$ cat config.mk
export PLATFORM = sky130hd
export DESIGN_NAME = rir_top
export DESIGN_NICKNAME = d
export VERILOG_FILES = /design/src/verilog/rir_pkg.sv /design/src/verilog/rir_ctl_if.sv /design/src/verilog/rir_top.sv /design/src/verilog/rir_power.sv /design/src/verilog/rir_events.sv
export VERILOG_INCLUDE_DIRS = /design/src /design/src/verilog
export SDC_FILE = /design/constraint.sdc
export NUM_CORES = 1
export LEC_CHECK = 0
export ABC_AREA = 1
export ABC_CLOCK_PERIOD_IN_PS = 15850
export BUFFER_PORTS_ARGS = -buffer_cell sky130_fd_sc_hd__buf_4
export CORE_UTILIZATION = 55
export CTS_CLUSTER_DIAMETER = 60
export DETAILED_ROUTE_END_ITERATION = 16
export HOLD_SLACK_MARGIN = 0.06
export PLACE_DENSITY = 0.74
export SYNTH_ARGS = -nofsm -noshare
export SYNTH_HDL_FRONTEND = slang
export SYNTH_SLANG_ARGS = --single-unit
$ cat constraint.sdc
create_clock -name CLK -period 15.85 [get_ports CLK]
set_input_delay 2.3775 -clock CLK [delete_from_list [all_inputs] [get_ports CLK]]
set_output_delay 2.3775 -clock CLK [all_outputs]
set_load 0.05 [all_outputs]
$ cat src/verilog/rir_regs.svh
`ifndef RIR_REGS_SVH
`define RIR_REGS_SVH
// Entry layout: {offset[8:0], implemented bits, power-on, warm value, warm keep mask}
`define RIR_CC2_VAL_HI     {9'h01C, 8'hFF, 8'h00, 8'h00, 8'hFF}
`define RIR_CC2_CTRL       {9'h01D, 8'h3F, 8'h00, 8'h00, 8'h00}
`define RIR_ADC_RES_HI     {9'h01E, 8'hFF, 8'h00, 8'h00, 8'hFF}
`define RIR_ADC_CTRL0      {9'h01F, 8'hDF, 8'h00, 8'h00, 8'h00}
`define RIR_TMR0_OPT       {9'h081, 8'hFF, 8'hFF, 8'hFF, 8'h00}
`define RIR_PA_DIR         {9'h085, 8'hFF, 8'hFF, 8'hFF, 8'h00}
`define RIR_PB_DIR         {9'h086, 8'hFF, 8'hFF, 8'hFF, 8'h00}
`define RIR_PC_DIR         {9'h087, 8'hFF, 8'hFF, 8'hFF, 8'h00}
`define RIR_PD_DIR         {9'h088, 8'hFF, 8'hFF, 8'hFF, 8'h00}
`define RIR_PE_DIR         {9'h089, 8'h0F, 8'h0F, 8'h0F, 8'h00}
`define RIR_PIRQ_EN1       {9'h08C, 8'hFF, 8'h00, 8'h00, 8'h00}
`define RIR_PIRQ_EN2       {9'h08D, 8'hFF, 8'h00, 8'h00, 8'h00}
`define RIR_PWR_RST        {9'h08E, 8'h33, 8'h10, 8'h00, 8'h13}
`define RIR_OSC_CTRL       {9'h08F, 8'h7F, 8'h60, 8'h60, 8'h00}
`define RIR_OSC_TUNE       {9'h090, 8'h1F, 8'h00, 8'h00, 8'h1F}
`define RIR_SS_CTRL2       {9'h091, 8'hFF, 8'h00, 8'h00, 8'h00}
`define RIR_T2_PERIOD      {9'h092, 8'hFF, 8'hFF, 8'hFF, 8'h00}
`define RIR_SS_ADDR        {9'h093, 8'hFF, 8'h00, 8'h00, 8'h00}
`define RIR_SS_MASK        {9'h093, 8'hFF, 8'hFF, 8'hFF, 8'h00}
`define RIR_SS_STAT        {9'h094, 8'hFF, 8'h00, 8'h00, 8'h00}
`define RIR_PB_PULLUP      {9'h095, 8'hFF, 8'hFF, 8'hFF, 8'h00}
`define RIR_PB_CHG_EN      {9'h096, 8'hFF, 8'h00, 8'h00, 8'h00}
`define RIR_VREF_CTRL      {9'h097, 8'hFF, 8'h00, 8'h00, 8'h00}
`define RIR_UART_TX        {9'h098, 8'hF7, 8'h02, 8'h02, 8'h00}
`define RIR_BAUD_LO        {9'h099, 8'hFF, 8'h00, 8'h00, 8'h00}
`define RIR_BAUD_HI        {9'h09A, 8'hFF, 8'h00, 8'h00, 8'h00}
`define RIR_PWM_RESTART    {9'h09B, 8'hFF, 8'h00, 8'h00, 8'h00}
`define RIR_PWM_SHUTDN     {9'h09C, 8'hFF, 8'h00, 8'h00, 8'h00}
`define RIR_PWM_STEER      {9'h09D, 8'h1F, 8'h01, 8'h01, 8'h00}
`define RIR_ADC_RES_LO     {9'h09E, 8'hFF, 8'h00, 8'h00, 8'hFF}
`define RIR_ADC_CTRL1      {9'h09F, 8'hB0, 8'h00, 8'h00, 8'h00}
`define RIR_WDOG_CTRL      {9'h105, 8'h1F, 8'h08, 8'h08, 8'h00}
`define RIR_CMP1_CTRL      {9'h107, 8'hFB, 8'h00, 8'h00, 8'h00}
`define RIR_CMP2_CTRL      {9'h108, 8'hFB, 8'h00, 8'h00, 8'h00}
`define RIR_NREG           34
`define RIR_IDX_PWR_RST    6'h0C
`define RIR_IDX_T2_PERIOD  6'h10
`define RIR_IDX_SS_ADDR    6'h11
`define RIR_IDX_SS_MASK    6'h12
`define RIR_SS_SHARED_OFS  9'h093
`define RIR_SS_MASK_MODE   4'h9
`define RIR_WAKE_FIXED     8'hFF
`define RIR_BOR_BIT        0
`define RIR_IRQ_VECTOR     13'h0004
`define RIR_ADDR_EVT_STAT  9'h1F0
`define RIR_ADDR_EVT_MASK  9'h1F1
`define RIR_EVT_STAT_RST   8'h01
`define RIR_EVT_MASK_RST   8'h00
`define RIR_EVT_W          7
`endif

$ cat src/verilog/rir_pkg.sv
package rir_pkg;
  typedef logic [7:0] rir_byte_t;
  typedef logic [5:0] rir_idx_t;
  typedef struct packed {
    logic [8:0] ofs;
    rir_byte_t  impl;
    rir_byte_t  por;
    rir_byte_t  warm;
    rir_byte_t  keep;
  } rir_entry_t;
  typedef enum logic {RIR_RUN, RIR_SLEEP} rir_pwr_t;
endpackage : rir_pkg

$ cat src/verilog/rir_ctl_if.sv
`timescale 1ns/1ps
interface rir_ctl_if;
  logic       full_init;
  logic       warm_init;
  logic       bor_hit;
  logic       wake_irq;
  logic       wake_wdt;
  logic       asleep;
  logic [6:0] evt;
  modport src (output full_init, warm_init, bor_hit, wake_irq, wake_wdt, asleep, evt);
  modport snk (input  full_init, warm_init, bor_hit, wake_irq, wake_wdt, asleep, evt);
endinterface : rir_ctl_if

$ cat src/verilog/rir_top.sv
// Functional notes
// RL1: Interrupt wake with global enable set loads program counter with vector 0004h.
// RL2: Brown-out reset clears power status bit 0; other resets leave it unchanged.
// RL3: Address-mask register shares 93h; selected only when serial mode field is 1001.
// RL4: Interrupt wake sets source flag bits in interrupt control or peripheral flags.
// RL5: Brown-out with critically low supply performs full power-on initialization instead.
// RL6: Unimplemented bits always read as zero under every reset and wake condition.
// RL7: Power-on and warm resets load tabulated values; wake keeps contents except fixed.
//
// Our own choice: the plain strobed port.
`timescale 1ns/1ps
`include "rir_regs.svh"
module rir_top #(
  parameter int ADDR_W = 9
) (
  input  wire logic                CLK,
  input  wire logic                RESET,
  input  wire logic [ADDR_W-1:0]   ADDR,
  input  wire logic [7:0]          WDATA,
  input  wire logic                WR,
  input  wire logic                RD,
  output logic [7:0]               RDATA,
  input  wire logic [3:0]          SYNC_SERIAL_MODE_SELECT,
  input  wire logic                EXTERNAL_RESET_PIN,
  input  wire logic                WATCHDOG_TIMER_RESET,
  input  wire logic                BROWNOUT_RESET,
  input  wire logic                SUPPLY_CRITICAL,
  input  wire logic                SLEEP_REQ,
  input  wire logic                WAKE_IRQ,
  input  wire logic                WATCHDOG_TIMER_WAKE,
  input  wire logic                GLOBAL_IRQ_ENABLE,
  input  wire logic [7:0]          WAKE_SRC_INTERRUPT_CONTROL_REG,
  input  wire logic [7:0]          WAKE_SRC_PERIPHERAL_IRQ_FLAGS_1,
  output logic [7:0]               INTERRUPT_CONTROL_REG_SET,
  output logic [7:0]               PERIPHERAL_IRQ_FLAGS_1_SET,
  output logic                     PC_LOAD,
  output logic [12:0]              PC_VECTOR,
  output logic                     ASLEEP,
  output logic                     BROWNOUT_FLAG,
  output logic                     IRQ
);

  // ---------------------------------------------------------------
  // Parameter checks and local types
  // ---------------------------------------------------------------
  if (ADDR_W != 9) $error("rir_top: ADDR_W must be 9 to reach the upper bank");

  localparam int NREG = `RIR_NREG;

  typedef struct packed {
    logic              hit;
    rir_pkg::rir_idx_t idx;
  } rir_decode_t;

  // ---------------------------------------------------------------
  // Reset and wake table
  // ---------------------------------------------------------------
  function automatic rir_pkg::rir_entry_t entry_of(input int unsigned i);
    rir_pkg::rir_entry_t e;
    e = '0;
    case (i)
      0       : e = `RIR_CC2_VAL_HI;
      1       : e = `RIR_CC2_CTRL;
      2       : e = `RIR_ADC_RES_HI;
      3       : e = `RIR_ADC_CTRL0;
      4       : e = `RIR_TMR0_OPT;
      5       : e = `RIR_PA_DIR;
      6       : e = `RIR_PB_DIR;
      7       : e = `RIR_PC_DIR;
      8       : e = `RIR_PD_DIR;
      9       : e = `RIR_PE_DIR;
      10      : e = `RIR_PIRQ_EN1;
      11      : e = `RIR_PIRQ_EN2;
      12      : e = `RIR_PWR_RST;
      13      : e = `RIR_OSC_CTRL;
      14      : e = `RIR_OSC_TUNE;
      15      : e = `RIR_SS_CTRL2;
      16      : e = `RIR_T2_PERIOD;
      17      : e = `RIR_SS_ADDR;
      18      : e = `RIR_SS_MASK;
      19      : e = `RIR_SS_STAT;
      20      : e = `RIR_PB_PULLUP;
      21      : e = `RIR_PB_CHG_EN;
      22      : e = `RIR_VREF_CTRL;
      23      : e = `RIR_UART_TX;
      24      : e = `RIR_BAUD_LO;
      25      : e = `RIR_BAUD_HI;
      26      : e = `RIR_PWM_RESTART;
      27      : e = `RIR_PWM_SHUTDN;
      28      : e = `RIR_PWM_STEER;
      29      : e = `RIR_ADC_RES_LO;
      30      : e = `RIR_ADC_CTRL1;
      31      : e = `RIR_WDOG_CTRL;
      32      : e = `RIR_CMP1_CTRL;
      33      : e = `RIR_CMP2_CTRL;
      default : e = '0;
    endcase
    return e;
  endfunction : entry_of

  // ---------------------------------------------------------------
  // Address decode, shared by read and write paths
  // ---------------------------------------------------------------
  function automatic rir_decode_t decode(input logic [ADDR_W-1:0] a, input logic [3:0] mode);
    rir_decode_t         d;
    rir_pkg::rir_entry_t e;
    d = '0;
    // RL3: shared offset steering
    if (a == `RIR_SS_SHARED_OFS)
    begin
      d.hit = 1'b1;
      d.idx = (mode == `RIR_SS_MASK_MODE) ? `RIR_IDX_SS_MASK : `RIR_IDX_SS_ADDR;
    end
    else
    begin
      for (int unsigned i = 0; i < NREG; i++)
      begin
        e = entry_of(i);
        if (e.ofs == a)
        begin
          d.hit = 1'b1;
          d.idx = 6'(i);
        end
      end
    end
    return d;
  endfunction : decode

  // Warm value: keep-mask bits hold, the rest take the table value
  function automatic rir_pkg::rir_byte_t warm_of(input rir_pkg::rir_entry_t e, input rir_pkg::rir_byte_t cur);
    return (cur & e.keep) | (e.warm & ~e.keep);
  endfunction : warm_of

  // Single-field helpers; some front ends refuse a select on a call
  function automatic rir_pkg::rir_byte_t impl_of(input int unsigned i);
    rir_pkg::rir_entry_t e;
    e = entry_of(i);
    return e.impl;
  endfunction : impl_of

  function automatic rir_pkg::rir_byte_t por_of(input int unsigned i);
    rir_pkg::rir_entry_t e;
    e = entry_of(i);
    return e.por & e.impl;
  endfunction : por_of

  // ---------------------------------------------------------------
  // Declarations
  // ---------------------------------------------------------------
  rir_pkg::rir_byte_t regs_q [NREG];
  rir_pkg::rir_byte_t regs_d [NREG];
  rir_decode_t        wr_dec;
  rir_decode_t        rd_dec;
  logic               wr_hit;
  logic               wr_stat;
  logic               wr_mask;
  logic               wake_any;
  logic [7:0]         evt_stat_q;
  logic [7:0]         evt_mask_q;
  rir_pkg::rir_byte_t rd_value;

  rir_ctl_if ctl ();

  // ---------------------------------------------------------------
  // Power state and reset-source qualification
  // ---------------------------------------------------------------
  rir_power u_power (
    .clk         (CLK),
    .rst         (RESET),
    .sleep_req   (SLEEP_REQ),
    .ext_rst     (EXTERNAL_RESET_PIN),
    .wdt_rst     (WATCHDOG_TIMER_RESET),
    .bor_rst     (BROWNOUT_RESET),
    .supply_low  (SUPPLY_CRITICAL),
    .wake_irq_in (WAKE_IRQ),
    .wake_wdt_in (WATCHDOG_TIMER_WAKE),
    .ctl         (ctl.src)
  );

  // ---------------------------------------------------------------
  // Event status, mask and interrupt line
  // ---------------------------------------------------------------
  rir_events #(
    .W (`RIR_EVT_W)
  ) u_events (
    .clk     (CLK),
    .rst     (RESET),
    .evt     (ctl.evt),
    .wr_stat (wr_stat),
    .wr_mask (wr_mask),
    .wdata   (WDATA),
    .stat_q  (evt_stat_q),
    .mask_q  (evt_mask_q),
    .irq_q   (IRQ)
  );

  // ---------------------------------------------------------------
  // Bus decode
  // ---------------------------------------------------------------
  assign wr_dec   = decode(ADDR, SYNC_SERIAL_MODE_SELECT);
  assign rd_dec   = wr_dec;
  assign wr_hit   = WR & wr_dec.hit;
  assign wr_stat  = WR & (ADDR == `RIR_ADDR_EVT_STAT);
  assign wr_mask  = WR & (ADDR == `RIR_ADDR_EVT_MASK);
  assign wake_any = ctl.wake_irq | ctl.wake_wdt;

  // ---------------------------------------------------------------
  // Register next state
  // ---------------------------------------------------------------
  // Priority: full init, warm reset, fixed wake values, software write.
  // A write landing with a reset is dropped, the reset owns the cycle.
  always_comb
  begin
    rir_pkg::rir_entry_t e;
    rir_pkg::rir_byte_t  d;
    e = '0;
    d = '0;
    for (int unsigned i = 0; i < NREG; i++)
    begin
      e = entry_of(i);
      d = regs_q[i];
      // RL6: unimplemented bits dropped
      if (wr_hit && (wr_dec.idx == 6'(i)))
        d = WDATA & e.impl;
      // RL7: fixed on wake
      if (wake_any && ((6'(i) == `RIR_IDX_T2_PERIOD) || (6'(i) == `RIR_IDX_SS_MASK)))
        d = `RIR_WAKE_FIXED & e.impl;
      // RL7: warm reset values
      if (ctl.warm_init)
        d = warm_of(e, regs_q[i]) & e.impl;
      // RL2: brown-out clears bit 0
      if (ctl.bor_hit && (6'(i) == `RIR_IDX_PWR_RST))
        d[`RIR_BOR_BIT] = 1'b0;
      // RL5: critical supply forces full init
      if (ctl.full_init)
        d = e.por & e.impl;
      regs_d[i] = d;
    end
  end

  // ---------------------------------------------------------------
  // Register storage
  // ---------------------------------------------------------------
  always_ff @(posedge CLK or posedge RESET)
  begin
    if (RESET)
    begin
      // RL7: power-on values
      for (int unsigned i = 0; i < NREG; i++)
        regs_q[i] <= por_of(i);
    end
    else
    begin
      for (int unsigned i = 0; i < NREG; i++)
        regs_q[i] <= regs_d[i];
    end
  end

  // ---------------------------------------------------------------
  // Read path
  // ---------------------------------------------------------------
  always_comb
  begin
    rd_value = 8'h00;
    if (ADDR == `RIR_ADDR_EVT_STAT)
      rd_value = evt_stat_q;
    else if (ADDR == `RIR_ADDR_EVT_MASK)
      rd_value = evt_mask_q;
    else if (rd_dec.hit)
      // RL6: reads masked to implemented bits
      rd_value = regs_q[rd_dec.idx] & impl_of(32'(rd_dec.idx));
  end

  // Data stands only in the cycle after the strobe, zero otherwise
  always_ff @(posedge CLK or posedge RESET)
  begin
    if (RESET)
      RDATA <= 8'h00;
    else
      RDATA <= RD ? rd_value : 8'h00;
  end

  // ---------------------------------------------------------------
  // Wake actions toward the core
  // ---------------------------------------------------------------
  always_ff @(posedge CLK or posedge RESET)
  begin
    if (RESET)
    begin
      PC_LOAD   <= 1'b0;
      PC_VECTOR <= 13'h0000;
    end
    else
    begin
      // RL1: vector load on enabled wake
      PC_LOAD <= ctl.wake_irq & GLOBAL_IRQ_ENABLE;
      if (ctl.wake_irq && GLOBAL_IRQ_ENABLE)
        PC_VECTOR <= `RIR_IRQ_VECTOR;
    end
  end

  // Flag sets are one-cycle pulses; the flag registers live in the core
  always_ff @(posedge CLK or posedge RESET)
  begin
    if (RESET)
    begin
      INTERRUPT_CONTROL_REG_SET  <= 8'h00;
      PERIPHERAL_IRQ_FLAGS_1_SET <= 8'h00;
    end
    else
    begin
      // RL4: mark the wake source
      INTERRUPT_CONTROL_REG_SET  <= ctl.wake_irq ? WAKE_SRC_INTERRUPT_CONTROL_REG : 8'h00;
      PERIPHERAL_IRQ_FLAGS_1_SET <= ctl.wake_irq ? WAKE_SRC_PERIPHERAL_IRQ_FLAGS_1 : 8'h00;
    end
  end

  // ---------------------------------------------------------------
  // Status outputs
  // ---------------------------------------------------------------
  // Taken from next state so the pin agrees with a read of the register
  always_ff @(posedge CLK or posedge RESET)
  begin
    if (RESET)
      BROWNOUT_FLAG <= 1'b0;
    else
      BROWNOUT_FLAG <= regs_d[`RIR_IDX_PWR_RST][`RIR_BOR_BIT];
  end

  always_ff @(posedge CLK or posedge RESET)
  begin
    if (RESET)
      ASLEEP <= 1'b0;
    else
      ASLEEP <= ctl.asleep;
  end

endmodule : rir_top

$ cat src/verilog/rir_power.sv
`timescale 1ns/1ps
module rir_power (
  input  wire logic clk,
  input  wire logic rst,
  input  wire logic sleep_req,
  input  wire logic ext_rst,
  input  wire logic wdt_rst,
  input  wire logic bor_rst,
  input  wire logic supply_low,
  input  wire logic wake_irq_in,
  input  wire logic wake_wdt_in,
  rir_ctl_if.src    ctl
);
  rir_pkg::rir_pwr_t state_q;
  logic              any_rst;

  // Any reset source beats a wake request in the same cycle
  assign any_rst       = ext_rst | wdt_rst | bor_rst;
  assign ctl.full_init = bor_rst & supply_low;
  assign ctl.bor_hit   = bor_rst & ~supply_low;
  assign ctl.warm_init = (ext_rst | wdt_rst | ctl.bor_hit) & ~ctl.full_init;
  assign ctl.asleep    = (state_q == rir_pkg::RIR_SLEEP);
  assign ctl.wake_irq  = ctl.asleep & wake_irq_in & ~any_rst;
  assign ctl.wake_wdt  = ctl.asleep & wake_wdt_in & ~any_rst;
  assign ctl.evt       = {ctl.wake_wdt, ctl.wake_irq, ctl.bor_hit, wdt_rst, ext_rst, ctl.full_init, 1'b0};

  always_ff @(posedge clk or posedge rst)
    if (rst)
      state_q <= rir_pkg::RIR_RUN;
    else
      case (state_q)
        rir_pkg::RIR_RUN   : if (sleep_req && !any_rst) state_q <= rir_pkg::RIR_SLEEP;
        rir_pkg::RIR_SLEEP : if (any_rst || wake_irq_in || wake_wdt_in) state_q <= rir_pkg::RIR_RUN;
        default            : state_q <= rir_pkg::RIR_RUN;
      endcase
endmodule : rir_power

$ cat src/verilog/rir_events.sv
`timescale 1ns/1ps
`include "rir_regs.svh"
module rir_events #(
  parameter int W = 7
) (
  input  wire logic             clk,
  input  wire logic             rst,
  input  wire logic [W-1:0]     evt,
  input  wire logic             wr_stat,
  input  wire logic             wr_mask,
  input  wire rir_pkg::rir_byte_t wdata,
  output logic [7:0]            stat_q,
  output logic [7:0]            mask_q,
  output logic                  irq_q
);
  logic [7:0] stat_d;
  logic [7:0] mask_d;

  if (W < 1 || W > 8) $error("rir_events: W must be 1..8");

  // Set wins over a write-one-to-clear in the same cycle
  assign stat_d = (stat_q & ~(wr_stat ? wdata : 8'h00)) | 8'(evt);
  assign mask_d = wr_mask ? wdata : mask_q;

  always_ff @(posedge clk or posedge rst)
    if (rst)
    begin
      stat_q <= `RIR_EVT_STAT_RST;
      mask_q <= `RIR_EVT_MASK_RST;
      irq_q  <= 1'b0;
    end
    else
    begin
      stat_q <= stat_d;
      mask_q <= mask_d;
      irq_q  <= |(stat_d & mask_d);
    end
endmodule : rir_events

==> qor.csv <==
stage,metric,value,unit
outcome,result of the run,"complete, no violations",
final_layout,proportion of layout cells with a drive suffix above 1,14.2,%
sta,Slew @ Worst Pin,1.17,ns
routing,wire length per cell after detailed routing,20.9,um
floorplanning,num rows,58,
routing,Post-DRT Antenna Nets,0,
synth,fraction of synthesis flops using an asynchronous set or reset pin,100,%
sta,final setup violation count,0,
floorplanning,overall die width,163,um
clocking,hold-fix buffer count after cts,0,
synth,Post-synth top flop,sky130_fd_sc_hd__dfrtp_1,
global_route,largest net degree at the start of global routing,143,
final_layout,register area,7300,um2
sta,share of the clock period used by the worst path,40.8,%
routing,aggregate routed wire length,45.8,mm
clocking,H-tree levels,1,
routing,ratio of routed vias to standard cells,5.96,
routing,length of the first detailed-routing pass in iterations,5,
synth,sequential area share after synthesis,51.0,%
clocking,maximum buffer depth of the clock tree,3,
sta,Final Hold Vio Count,0,
synth,number of enable-type register cells in the synthesized netlist,0,
synth,number of warnings reported in the yosys synthesis log,0,
clocking,"Setup Fix Bufs, Post-CTS",0,
sta,Max Freq,155,MHz
global_route,initial antenna violation count,0,
min_path,path type of the worst min-delay path,register to register,
synth,distinct cell type count after synthesis,47,
clocking,"Gates resized, CTS repair",0,
synth,synthesized instance count,1802,
synth,Synth Area per Inst,7.94,um2
sta,accumulated negative setup slack,0,ns
worst_setup_path,"Data required, critical path",16.26,ns
power,worst-case vdd ir drop,0.0989,mV
final_layout,"top library cells by usage in the layout, fill and taps aside","sky130_fd_sc_hd__nand2_1 (473), sky130_fd_sc_hd__dfrtp_1 (213), sky130_fd_sc_hd__o21ai_0 (204)",
clocking,clock latency at the later pin of the worst-skew pair,0.59,ns
floorplanning,IO Pins,90,
sta,setup repair after global routing missed its margin,no,
worst_setup_path,worst path arrival time,6.87,ns
worst_setup_path,type of origin of the critical path,primary input,
worst_setup_path,endpoint class of the critical path,register,
final_layout,footprint of the multi-input gates,5950,um2
placement,placed cells,2134,
global_route,global route total overflow,0,
sta,minimum period implied by the final worst setup slack,6.46,ns
clocking,CTS tree,built,
final_layout,fillcell total,2270,
power,Leakage Power,7.35,nW
placement,Placement Cell Area,14900,um2
placement,port buffer count,77,
power,Cell Pwr Density,103,nW/um2
routing,detailed-route via count,13100,
final_layout,diode insertion count for antenna repair,0,
final_layout,number of nets in the final layout,1891,
placement,Detailed Place HPWL,31.2,mm
routing,DRC violation count after routing,0,
floorplanning,area of the core,25300,um2
run,Maximum Capacitance Violations,0,
synth,cell area after technology mapping,14300,um2
clocking,post-CTS clock slew at the launch and capture registers of the worst setup and hold paths,0.06,ns
global_route,number of global-route vias before repair,12300,
sta,worst-case headroom to the max-slew limit,21.7,%
clocking,clock sink count,288,
global_route,Total GRT Usage,35.0,%
final_layout,final core utilization,62.6,%
synth,post-synthesis register bit count,288,
worst_setup_path,critical path class,primary input to register,
floorplanning,Initial Utilization,56.5,%
final_layout,most frequent standard cell in the layout excluding fill and tap cells,sky130_fd_sc_hd__nand2_1,
power,total power of the final layout,0.00164,W
global_route,global-route wire length before repair,70.6,mm
floorplanning,chip height,163,um
sta,final number of max-transition violations,0,
final_layout,Non-Filler Instances,2190,
routing,initial DRC count,1647,
sta,Clock Skews,0.0268,ns
placement,global placement routability congestion,1.01,
clocking,number of buffers inserted during clock tree synthesis,30,
final_layout,Layout Cell Area excl Fill,15900,um2
final_layout,layout-stage area growth over the synthesis result,10.9,%
clocking,cell at the root of the clock tree,sky130_fd_sc_hd__clkbuf_16,
floorplanning,DIE AREA,26700,um2
worst_setup_path,"critical path fanouts, max",61,
==> synthesized netlist by cell type, types with 2 or more instances <==
library cell | count | area [um2]
sky130_fd_sc_hd__a21boi_0 | 3 | 22.5
sky130_fd_sc_hd__o2bb2ai_1 | 12 | 105
sky130_fd_sc_hd__o21bai_1 | 4 | 30.0
sky130_fd_sc_hd__o221ai_1 | 3 | 26.3
sky130_fd_sc_hd__inv_2 | 20 | 75.1
sky130_fd_sc_hd__buf_6 | 6 | 67.6
sky130_fd_sc_hd__ha_1 | 6 | 75.1
sky130_fd_sc_hd__nand2_2 | 8 | 50.1
sky130_fd_sc_hd__nand3_2 | 2 | 20.0
sky130_fd_sc_hd__a21oi_1 | 146 | 731
sky130_fd_sc_hd__nand2_4 | 2 | 22.5
sky130_fd_sc_hd__dfstp_2 | 75 | 1970
sky130_fd_sc_hd__a221oi_1 | 2 | 17.5
sky130_fd_sc_hd__nor2_4 | 4 | 45.0
sky130_fd_sc_hd__nand3_1 | 90 | 450
sky130_fd_sc_hd__inv_1 | 121 | 454
sky130_fd_sc_hd__nand2_1 | 473 | 1780
sky130_fd_sc_hd__o21ai_1 | 52 | 260
sky130_fd_sc_hd__nor2_2 | 5 | 31.3
sky130_fd_sc_hd__nand4_1 | 22 | 138
sky130_fd_sc_hd__dfrtp_1 | 213 | 5330
sky130_fd_sc_hd__clkinv_1 | 2 | 7.51
sky130_fd_sc_hd__buf_1 | 6 | 22.5
sky130_fd_sc_hd__a21oi_2 | 4 | 35.0
sky130_fd_sc_hd__a211oi_1 | 3 | 22.5
sky130_fd_sc_hd__o21ai_0 | 204 | 1020
sky130_fd_sc_hd__buf_2 | 27 | 135
sky130_fd_sc_hd__o21a_1 | 3 | 22.5
sky130_fd_sc_hd__nor3_1 | 10 | 50.1
sky130_fd_sc_hd__clkbuf_1 | 30 | 113
sky130_fd_sc_hd__or2_2 | 7 | 43.8
sky130_fd_sc_hd__or2_1 | 3 | 18.8
sky130_fd_sc_hd__buf_4 | 30 | 225
sky130_fd_sc_hd__nor2_1 | 176 | 661
sky130_fd_sc_hd__o211ai_1 | 7 | 52.6
sky130_fd_sc_hd__a31oi_1 | 10 | 62.6
==> kinds of logic (layout without fill, tap and decap cells) <==
group           after synthesis  after routing  synth area share [%]
flops                       288            288                  51.0
fa+ha+maj                     6              6                 0.525
simple gates                805            805                  23.4
compound gates              460            460                  17.4
buf+inv                     242            289                  7.69
other cells                   1             12                0.0262
==> layer usage <==
| layer | vias to the layer above | global-route usage [%] | share of wire [%] |
|---|---|---|---|
| met2 | 644 | 52.3 | 44 |
| met4 | 0 | 16.2 | 5.0 |
| met1 | 6328 | 49.8 | 42 |
| met5 | - | 0 | 0 |
| met3 | 127 | 5.66 | 8.6 |
| li1 | 5951 | - | - |
==> registers in the layout (all words and copies together) (netlist names) <==
signal and count:
u_events.stat_q 8, RDATA 8, u_events.irq_q 1, PERIPHERAL_IRQ_FLAGS_1_SET 8, INTERRUPT_CONTROL_REG_SET 8, u_power.ctl.asleep 1, PC_LOAD 1, regs_q 243
u_events.mask_q 8, PC_VECTOR 1, ASLEEP 1
==> metrics by stage <==
stage               hold slack, ns  setup slack (ns)
floorplan                    0.409              5.65
global placement             0.419              9.08
detailed placement           0.429              8.98
CTS                          0.443              9.56
global route                 0.463              9.03
finish                       0.441              9.39
==> critical path: stages <==
cell and delay (ns):
sky130_fd_sc_hd__buf_4 0.09, sky130_fd_sc_hd__inv_1 0.04, sky130_fd_sc_hd__nand2_1 0.12, sky130_fd_sc_hd__inv_1 0.06
sky130_fd_sc_hd__nand4_1 0.16, sky130_fd_sc_hd__nand2_1 0.08, sky130_fd_sc_hd__inv_1 0.06, sky130_fd_sc_hd__nand4_1 0.09
sky130_fd_sc_hd__nor2_1 0.11, sky130_fd_sc_hd__nand4_1 0.14, sky130_fd_sc_hd__nor2_4 0.28, sky130_fd_sc_hd__nand3_4 0.53
sky130_fd_sc_hd__inv_2 0.61, sky130_fd_sc_hd__buf_4 0.65, sky130_fd_sc_hd__ha_1 0.27, sky130_fd_sc_hd__inv_1 0.08
sky130_fd_sc_hd__nor2_1 0.35, sky130_fd_sc_hd__nand2_1 0.41, sky130_fd_sc_hd__nand3_1 0.20, sky130_fd_sc_hd__o21ai_0 0.10
==> power breakdown <==
part | internal (W) | switching (W)
clock | 0.000402 | 0.000295
combinational | 0.0000418 | 0.000120
sequential | 0.000767 | 0.0000145
==> area by class of cell <==
cell class | instances | share of cell area [%]
clock buffer | 51 | 5.68
clock inverter | 5 | 0.473
inverter | 143 | 3.43
multi-input combinational | 1283 | 37.5
sequential | 288 | 46.0
tap | 330 | 2.60
timing repair buffer | 90 | 4.26
==> final timing paths <==
kind | slack (ns) | startpoint | endpoint | depth (start not counted)
worst max-delay path | 9.39 | ADDR[3] | regs_q[72] | 20
worst min-delay path | 0.44 | u_power.ctl.asleep | ASLEEP | 0
worst max register to register | 13.66 | u_power.ctl.asleep | regs_q[126] | 6
worst min register to register | 0.44 | u_power.ctl.asleep | ASLEEP | 0
max in group asynchronous | 11.50 | RESET | RDATA[5] | 4
min in group asynchronous | 1.97 | RESET | regs_q[178] | 2
No activity file was read; power rests on OpenSTA's default activity.
